### config.mk
export PLATFORM = sky130hd
export DESIGN_NAME = smi_phy
export DESIGN_NICKNAME = d
export VERILOG_FILES = /design/src/rtl/smi_pkg.sv /design/src/rtl/smi_efifo.sv /design/src/rtl/smi_phy.sv
export SDC_FILE = /design/constraint.sdc
export NUM_CORES = 1
export LEC_CHECK = 0
export BUFFER_PORTS_ARGS = -buffer_cell sky130_fd_sc_hd__clkbuf_2
export CAP_MARGIN = 0
export CORE_MARGIN = 3
export CORE_UTILIZATION = 50
export CTS_BUF_LIST = sky130_fd_sc_hd__clkbuf_16
export DETAILED_ROUTE_END_ITERATION = 16
export PLACE_DENSITY = 0.69
export SLEW_MARGIN = 20
export SYNTH_ARGS = -nofsm -noshare
export SYNTH_HDL_FRONTEND = slang
export SYNTH_HIERARCHICAL = 1
export SYNTH_SLANG_ARGS = --single-unit
### constraint.sdc
create_clock -name sys_clk_i -period 3.7 [get_ports sys_clk_i]
set_input_delay 0.185 -clock sys_clk_i [delete_from_list [all_inputs] [get_ports sys_clk_i]]
set_output_delay 0.185 -clock sys_clk_i [all_outputs]
set_load 0.02 [all_outputs]
### src/rtl/smi_pkg.sv
/*
 package for the serial mii phy block: segment layout, status bit
 positions, elasticity fifo sizing and timing constants.
 assumes a single system clock shared with the mac.
*/
package smi_pkg;
   // segment length in clocks and bit slots within a segment
   localparam int SEG_LEN      = 10;
   localparam int SLOT_CRS     = 0;
   localparam int SLOT_DV      = 1;
   localparam int SLOT_D0      = 2;
   localparam int SLOT_TX_ER   = 0;
   localparam int SLOT_TX_EN   = 1;
   // repeats of each segment at the slow rate
   localparam int SLOW_REPEAT  = 10;
   // inter-frame status bit positions
   localparam int ST_PREV_ERR  = 0;
   localparam int ST_SPEED     = 1;
   localparam int ST_DUPLEX    = 2;
   localparam int ST_LINK      = 3;
   localparam int ST_JABBER    = 4;
   localparam int ST_NIB_OK    = 5;
   localparam int ST_FALSE_CRS = 6;
   localparam int ST_ONE       = 7;
   // elasticity fifo: 9-bit entries (dv + byte), four entries give 36
   localparam int FIFO_WIDTH   = 9;
   localparam int FIFO_DEPTH   = 4;
   localparam int FIFO_HALF    = FIFO_DEPTH / 2;
   // reference clock
   localparam int CLK_MHZ      = 125;

   // one received byte with its valid flag
   typedef struct packed {
      logic       dv;
      logic [7:0] data;
   } smi_rx_word_t;

   // one decoded transmit segment
   typedef struct packed {
      logic       er;
      logic       en;
      logic [7:0] data;
   } smi_tx_seg_t;
endpackage

### src/rtl/smi_efifo.sv
/*
 elasticity fifo for receive bytes. write side is the line-side byte
 strobe, read side is the segment slot. reports overflow and underflow.
 assumes both strobes are on the same clock, one pulse each.
*/
`timescale 1ns/1ps
`default_nettype none
module smi_efifo
   import smi_pkg::*;
#(
   parameter int WIDTH = FIFO_WIDTH,
   parameter int DEPTH = FIFO_DEPTH
) (
   // clock and reset
   input  wire logic             sys_clk_i,
   input  wire logic             rst_n_i,
   input  wire logic             flush_i,
   // write side
   input  wire logic             wr_i,
   input  wire logic [WIDTH-1:0] wdata_i,
   // read side
   input  wire logic             rd_i,
   output logic      [WIDTH-1:0] rdata_o,
   output logic                  half_o,
   output logic                  empty_o,
   output logic                  ovf_o,
   output logic                  unf_o
);
   localparam int AW = $clog2(DEPTH);
   logic [WIDTH-1:0] mem_q [DEPTH];
   logic [AW-1:0]    wp_q;
   logic [AW-1:0]    rp_q;
   logic [AW:0]      cnt_q;
   logic             full;
   logic             do_wr;
   logic             do_rd;

   assign full    = (cnt_q == (AW+1)'(DEPTH));
   assign empty_o = (cnt_q == '0);
   assign half_o  = (cnt_q >= (AW+1)'(DEPTH / 2));
   assign do_wr   = wr_i && (!full || rd_i);
   assign do_rd   = rd_i && !empty_o;
   assign ovf_o   = wr_i && full && !rd_i;
   assign unf_o   = rd_i && empty_o;

   always_ff @(posedge sys_clk_i) begin
      if (do_wr) begin
         mem_q[wp_q] <= wdata_i;
      end
   end

   always_ff @(posedge sys_clk_i) begin
      if (!rst_n_i || flush_i) begin
         wp_q    <= '0;
         rp_q    <= '0;
         cnt_q   <= '0;
         rdata_o <= '0;
      end else begin
         if (do_wr) begin
            wp_q <= AW'((wp_q + 1'b1) % DEPTH);
         end
         if (do_rd) begin
            rp_q    <= AW'((rp_q + 1'b1) % DEPTH);
            rdata_o <= mem_q[rp_q];
         end
         cnt_q <= cnt_q + (AW+1)'(do_wr) - (AW+1)'(do_rd);
      end
   end
endmodule // smi_efifo
`default_nettype wire

### src/rtl/smi_phy.sv
/*
 phy side of a serial mii link: serialises receive segments onto the rx
 line and deserialises transmit segments from the tx line, framed by the
 mac's sync pulse. assumes sync, tx and line-side inputs share sys_clk_i;
 sync and tx come from the mac, so they pass two flip-flops first.
*/
`timescale 1ns/1ps
`default_nettype none
module smi_phy
   import smi_pkg::*;
(
   // clock and reset
   input  wire logic       sys_clk_i,
   input  wire logic       rst_n_i,
   // serial link
   input  wire logic       sync_i,
   input  wire logic       tx_i,
   output logic            rx_o,
   // line-side receive
   input  wire logic       line_crs_i,
   input  wire logic       line_rx_wr_i,
   input  wire logic [7:0] line_rx_data_i,
   input  wire logic       line_rx_end_i,
   input  wire logic       line_rx_err_i,
   input  wire logic       line_nib_ok_i,
   input  wire logic       line_false_crs_i,
   // status
   input  wire logic       speed_100_i,
   input  wire logic       full_duplex_i,
   input  wire logic       link_up_i,
   input  wire logic       jabber_i,
   // line-side transmit
   output logic            tx_wr_o,
   output logic [7:0]      tx_data_o,
   output logic            tx_en_o,
   output logic            tx_er_o
);
   logic [1:0]   sync_s_q;
   logic [1:0]   tx_s_q;
   logic         seg_d_q;
   logic         pop_slot;
   logic         held_q;
   logic [3:0]   rep_q;
   logic         seg_start;
   logic         new_byte;
   logic [9:0]   rx_seg_q;
   logic [9:0]   tx_sh_q;
   logic         crs_q;
   logic         prev_err_q;
   logic         prev_nib_q;
   logic         false_crs_q;
   logic         frame_err_q;
   logic         in_frame_q;
   logic         started_q;
   logic         fifo_rd;
   logic         half;
   logic         empty;
   logic         ovf;
   logic         unf;
   logic [8:0]   rdata;
   smi_rx_word_t rword;
   smi_tx_seg_t  tseg;
   logic [7:0]   status;

   // sync and tx arrive from the mac
   always_ff @(posedge sys_clk_i) begin
      if (!rst_n_i) begin
         sync_s_q <= '0;
         tx_s_q   <= '0;
      end else begin
         sync_s_q <= {sync_s_q[0], sync_i};
         tx_s_q   <= {tx_s_q[0], tx_i};
      end
   end

   // segment boundary; seg_d_q marks the clock right after it
   assign seg_start = sync_s_q[1];
   always_ff @(posedge sys_clk_i) begin
      if (!rst_n_i) begin
         seg_d_q <= 1'b0;
      end else begin
         seg_d_q <= seg_start;
      end
   end

   // repeat counter: a new byte every segment at 100, every tenth at 10
   always_ff @(posedge sys_clk_i) begin
      if (!rst_n_i) begin
         rep_q <= '0;
      end else if (seg_start) begin
         rep_q <= (rep_q == 4'(SLOW_REPEAT - 1)) ? 4'h0 : rep_q + 4'h1;
      end
   end
   assign new_byte = seg_start && (speed_100_i || rep_q == 4'h0);

   // carrier sense bypasses the fifo and ignores transmit activity
   always_ff @(posedge sys_clk_i) begin
      if (!rst_n_i) begin
         crs_q <= 1'b0;
      end else begin
         crs_q <= line_crs_i;
      end
   end

   smi_efifo u_fifo (
      .sys_clk_i (sys_clk_i),
      .rst_n_i   (rst_n_i),
      .flush_i   (line_rx_end_i && !in_frame_q && empty),
      .wr_i      (line_rx_wr_i),
      .wdata_i   ({1'b1, line_rx_data_i}),
      .rd_i      (fifo_rd),
      .rdata_o   (rdata),
      .half_o    (half),
      .empty_o   (empty),
      .ovf_o     (ovf),
      .unf_o     (unf)
   );

   // pop one clock after a boundary whose next segment takes a new byte;
   // the fifo's registered output then stands for all copies of a group
   assign pop_slot = seg_d_q && (speed_100_i || rep_q == 4'h0);
   // drain starts only once half full; runs until emptied after frame end
   assign fifo_rd  = pop_slot && started_q && !(empty && !in_frame_q);
   always_ff @(posedge sys_clk_i) begin
      if (!rst_n_i) begin
         started_q <= 1'b0;
      end else if (!started_q && half) begin
         started_q <= 1'b1;
      end else if (started_q && empty && !in_frame_q && pop_slot) begin
         started_q <= 1'b0;
      end
   end

   // the popped word is still owed to the link until the next pop slot
   always_ff @(posedge sys_clk_i) begin
      if (!rst_n_i) begin
         held_q <= 1'b0;
      end else if (pop_slot) begin
         held_q <= fifo_rd && !empty;
      end
   end

   always_ff @(posedge sys_clk_i) begin
      if (!rst_n_i) begin
         in_frame_q <= 1'b0;
      end else if (line_rx_wr_i) begin
         in_frame_q <= 1'b1;
      end else if (line_rx_end_i) begin
         in_frame_q <= 1'b0;
      end
   end

   // frame error collects line errors and fifo slips, set wins over clear
   always_ff @(posedge sys_clk_i) begin
      if (!rst_n_i) begin
         frame_err_q <= 1'b0;
      end else if (line_rx_err_i || ((ovf || (unf && in_frame_q)))) begin
         frame_err_q <= 1'b1;
      end else if (fifo_rd && !empty && !in_frame_q && !started_q) begin
         frame_err_q <= 1'b0;
      end else if (line_rx_wr_i && !in_frame_q) begin
         frame_err_q <= 1'b0;
      end
   end

   // previous-frame status latched at frame end, held until the next frame end
   always_ff @(posedge sys_clk_i) begin
      if (!rst_n_i) begin
         prev_err_q <= 1'b0;
         prev_nib_q <= 1'b0;
      end else if (line_rx_end_i) begin
         prev_err_q <= frame_err_q || line_rx_err_i || ovf;
         prev_nib_q <= line_nib_ok_i;
      end
   end

   always_ff @(posedge sys_clk_i) begin
      if (!rst_n_i) begin
         false_crs_q <= 1'b0;
      end else if (line_false_crs_i) begin
         false_crs_q <= 1'b1;
      end else if (line_rx_wr_i) begin
         false_crs_q <= 1'b0;
      end
   end

   assign rword = smi_rx_word_t'(rdata);
   always_comb begin
      status               = '0;
      status[ST_PREV_ERR]  = prev_err_q;
      status[ST_SPEED]     = speed_100_i;
      status[ST_DUPLEX]    = full_duplex_i;
      status[ST_LINK]      = link_up_i;
      status[ST_JABBER]    = jabber_i;
      status[ST_NIB_OK]    = prev_nib_q;
      status[ST_FALSE_CRS] = false_crs_q;
      status[ST_ONE]       = 1'b1;
   end

   // segment is built at sync, then shifted out lsb first
   always_ff @(posedge sys_clk_i) begin
      if (!rst_n_i) begin
         rx_seg_q <= '0;
      end else if (seg_start) begin
         rx_seg_q[SLOT_CRS] <= crs_q;
         if (held_q && rword.dv) begin
            rx_seg_q[SLOT_DV]         <= 1'b1;
            rx_seg_q[9:SLOT_D0]       <= rword.data;
         end else begin
            rx_seg_q[SLOT_DV]         <= 1'b0;
            rx_seg_q[9:SLOT_D0]       <= status;
         end
      end else begin
         rx_seg_q <= {1'b0, rx_seg_q[9:1]};
      end
   end
   assign rx_o = rx_seg_q[0];

   // transmit: shift in, capture whole segment at the next sync that takes a new byte
   always_ff @(posedge sys_clk_i) begin
      if (!rst_n_i) begin
         tx_sh_q <= '0;
      end else begin
         tx_sh_q <= {tx_s_q[1], tx_sh_q[9:1]};
      end
   end
   assign tseg = '{er: tx_sh_q[SLOT_TX_ER], en: tx_sh_q[SLOT_TX_EN],
                   data: tx_sh_q[9:SLOT_D0]};

   always_ff @(posedge sys_clk_i) begin
      if (!rst_n_i) begin
         tx_wr_o   <= 1'b0;
         tx_en_o   <= 1'b0;
         tx_er_o   <= 1'b0;
         tx_data_o <= '0;
      end else begin
         tx_wr_o <= new_byte;
         if (new_byte) begin
            tx_en_o   <= tseg.en;
            tx_er_o   <= tseg.er;
            // status from the mac is dropped here
            tx_data_o <= tseg.en ? tseg.data : 8'h00;
         end
      end
   end

   slot_period_a: assert property (@(posedge sys_clk_i) disable iff (!rst_n_i)
      seg_start |=> !seg_start[*8]) else $error("sync spacing");
   status_one_a: assert property (@(posedge sys_clk_i) disable iff (!rst_n_i)
      seg_start ##1 !rx_seg_q[SLOT_DV] |-> rx_seg_q[9]) else
      $error("status bit7 not one");
   crs_follow_a: assert property (@(posedge sys_clk_i) disable iff (!rst_n_i)
      seg_start ##1 1'b1 |-> rx_seg_q[SLOT_CRS] == $past(crs_q)) else
      $error("crs slot wrong");
   tx_ignore_a: assert property (@(posedge sys_clk_i) disable iff (!rst_n_i)
      tx_wr_o && !tx_en_o |-> tx_data_o == 8'h00) else
      $error("tx data leaked");
   fifo_start_a: assert property (@(posedge sys_clk_i) disable iff (!rst_n_i)
      $rose(started_q) |-> $past(half)) else $error("early drain");
   slip_err_a: assert property (@(posedge sys_clk_i) disable iff (!rst_n_i)
      ovf |=> frame_err_q) else $error("overflow not flagged");
   prev_err_a: assert property (@(posedge sys_clk_i) disable iff (!rst_n_i)
      line_rx_end_i && frame_err_q |=> prev_err_q) else
      $error("prev error lost");
   false_crs_a: assert property (@(posedge sys_clk_i) disable iff (!rst_n_i)
      line_false_crs_i |=> false_crs_q) else $error("false crs lost");
endmodule // smi_phy
`default_nettype wire

==> flow_summary.json <==
{
  "grt_setup_unrepaired": "false",
  "syn_avg_cell_area_um2": 12.1,
  "hold_path_depth": 2,
  "vias_per_cell": 5.42,
  "critPathArrivalTime_ps": 3140,
  "cts.sinks": 100,
  "tightest_slew_ps": 666,
  "crit_chain": "nor3_1, nor2b_1, nor2_1, nor4b_1, nor2_1, inv_1, ha_1, inv_1, ha_1, inv_1, fa_1, xnor2_1, nor2_1",
  "status": "finished, final reports clean",
  "finalSetupTns_ps": 0,
  "min_from": "tx_i",
  "path_max_fanout": 7,
  "r2r_setup_slack_ps": 770,
  "required_ps": 3910,
  "drive_gt1_share_pct": 17.9,
  "antenna_found_initial": 0,
  "synth-seq-cells": 100,
  "final_common_cell": "dfxtp_1",
  "cts_resized": 0,
  "dr.pass1.iters": 4,
  "die_h_um": 95.2,
  "die_area_um2": 9070,
  "yosys_warnings": 6,
  "ant_nets": 0,
  "synthAdderAreaFrac_pct": 2.70,
  "power_density_nw_per_um2": 517,
  "leakagePower_uw": 0.00176,
  "drc_errors": 0,
  "synth_top_area_share_pct": 32.2,
  "clk_pin_slew_ps": 60,
  "cpPeakStageDelay_ps": 480,
  "synth-xor-area-share_pct": 1.10,
  "dpl.hpwl_mm": 4.50,
  "grt_pass1_wl_mm": 11.3,
  "diodes": 0,
  "fin_ws_ps": 773,
  "pre_cts_ws_ps": 775,
  "wl_per_cell_um": 14.7,
  "gp_congestion": 0.779,
  "h-tree-depth": 3,
  "num_rows": 31,
  "synth.largest_area_cell": "dfxtp_1",
  "criticalPathCategory": "flip-flop to flip-flop",
  "setup_viol": 0,
  "yosysUniqueCellTypes": 48,
  "final_cell_mix": "64 x dfxtp_1, 36 x edfxtp_1, 33 x clkbuf_2",
  "boundaryPins": 34,
  "rr_worst_depth": 13,
  "synthSimpleGateAreaFrac_pct": 14.5,
  "hp-class": "input port to flip-flop",
  "async_reset_ff_share_pct": 0,
  "grt_usage_pct": 16.3,
  "synth_compound_area_share_pct": 10.6,
  "fin_hold_ws_ps": 56.5,
  "min_to": "tx_s_q[0]",
  "port_buffers": 33,
  "grt_max_degree": 40,
  "synth_area_leaders": "dfxtp_1 32%, edfxtp_1 27%, mux4_2 5.1%, and2_1 2.8%, mux2i_1 2.3%",
  "vdd_drop_max_uv": 281,
  "syn_inst": 330,
  "grt_pass1_vias": 2333,
  "syn2layout_area_growth_pct": 13.3,
  "tritoncts": "yes",
  "min_period_ps": 2930,
  "cts-root-buf": "clkbuf_16",
  "vias": 2509,
  "drt_iter0_drc": 110,
  "reg2reg_to": "u_fifo/cnt_q[2]",
  "timing.rr.start": "u_fifo/cnt_q[1]",
  "fmax_ghz": 0.342,
  "ys_dominant_reg_cell": "dfxtp_1",
  "seq_area_frac_synth_pct": 59.3,
  "cts_hold_buf": 0,
  "core_area_um2": 7490,
  "cts_setup_buffers": 0,
  "route.final.wire_length_mm": 6.81,
  "die_w_um": 95.2,
  "cp_slowest_cell": "nor3_1",
  "clk_latency_ps": 340,
  "startpoint_type": "flip-flop",
  "grt-ovfl-total": 0,
  "nets": 389,
  "start_util_pct": 53.2,
  "syn_area_um2": 3980,
  "final_max_slew_viol_count": 0,
  "cts_buffer_depth": 2,
  "finalHoldViolations": 0,
  "synth_top_family_by_area": "simple AND/OR/NAND/NOR gates",
  "maxCapViolations": 0,
  "period_share_pct": 79.1,
  "maxSlewHeadroom_pct": 55.6,
  "synth_mux_area_share_pct": 7.63,
  "cts_buffers": 9,
  "finClkSkew_ps": 5.96,
  "synth_edf_count": 36,
  "crit_path_end_kind": "flip-flop"
}
[report_power, final]
group,total (µW),switching (µW),internal (µW)
Clock,998,400,598
Combinational,133,80.0,53.1
Sequential,1200,21.5,1180
[layout make-up]
| class | count | area [µm²] |
|---|---|---|
| inverters | 13 | 48.8 |
| clock buffers | 9 | 225 |
| multi-input cells | 200 | 1470 |
| well taps | 99 | 124 |
| clock inverters | 7 | 97.6 |
| flip-flops and latches | 100 | 2360 |
| fillers | 626 | 2980 |
| repair buffers | 35 | 180 |
[flip-flops by register name, summed over array words and instances (netlist names)]
signal,count
u_fifo/mem_q,36
rx_seg_q,10
tx_sh_q,10
u_fifo/rdata_o,9
tx_data_o,8
rep_q,4
u_fifo/cnt_q,3
sync_s_q,2
tx_s_q,2
u_fifo/rp_q,2
u_fifo/wp_q,2
crs_q,1
false_crs_q,1
frame_err_q,1
held_q,1
in_frame_q,1
prev_err_q,1
prev_nib_q,1
seg_d_q,1
started_q,1
tx_en_o,1
tx_er_o,1
tx_wr_o,1
[critical path: cells and delay by family (launching register included)]
family,cells,cell delay [ps]
flip-flops,1,380
XOR/XNOR,1,160
buffers and inverters,3,180
adder cells (fa/ha/maj),3,720
AND/OR/NAND/NOR,6,1370
[routing by layer]
layer  vias to the layer above  wire length, µm  GRT usage [%]
met1                      1198             3120           20.8
met4                         0               68           4.33
met5                         -                0              0
met2                        43             3390           27.2
li1                       1261                -              -
met3                         7              239           4.97
[worst max path at each step]
stage	startpoint	end	slack (ps)	cells after the start
finish	u_fifo/cnt_q[1]	u_fifo/cnt_q[2]	770	13
global placement	u_fifo/cnt_q[1]	u_fifo/cnt_q[2]	940	13
floorplan	u_fifo/cnt_q[1]	u_fifo/cnt_q[2]	1120	13
global route	u_fifo/cnt_q[1]	u_fifo/cnt_q[2]	480	13
CTS	u_fifo/cnt_q[1]	u_fifo/cnt_q[2]	760	13
detailed placement	u_fifo/cnt_q[1]	u_fifo/cnt_q[2]	780	13
[Yosys cell counts (2+ instances only)]
cell / number
a21oi_1: 17
a22o_1: 9
a31oi_1: 8
and2_1: 18
and3_1: 5
buf_1: 4
buf_2: 6
buf_6: 3
clkbuf_1: 5
dfxtp_1: 64
edfxtp_1: 36
ha_1: 7
inv_1: 12
mux2i_1: 9
mux4_2: 9
nand2_1: 14
nand2b_1: 3
nand3_1: 14
nand3b_1: 5
nand4_1: 2
nor2_1: 17
nor2b_1: 13
nor3_1: 2
nor4b_1: 2
o211ai_1: 2
o21ai_0: 12
o221ai_1: 8
xnor2_1: 3
xor2_1: 2
[metrics by stage]
stage,std cells,instance area (µm²),total power [µW],utilization (%)
6_report,463,4510,2330,60.3
3_3_place_gp,447,4190,1350,55.9
5_1_grt,463,4510,2420,60.3
2_1_floorplan,333,3990,1320,-
3_5_place_dp,447,4190,1360,55.9
4_1_cts,463,4510,2350,60.3
[cells by family (layout without fill, tap and decap cells)]
kind of cell / count (synthesis) / count (layout)
compound gates: 63 / 63
xor+xnor: 5 / 5
fa+ha+maj: 8 / 8
buf+inv: 33 / 64
flops: 100 / 100
mux: 19 / 19
other cells: 1 / 4
simple gates: 101 / 101
No activity file was read; power rests on OpenSTA's default activity.
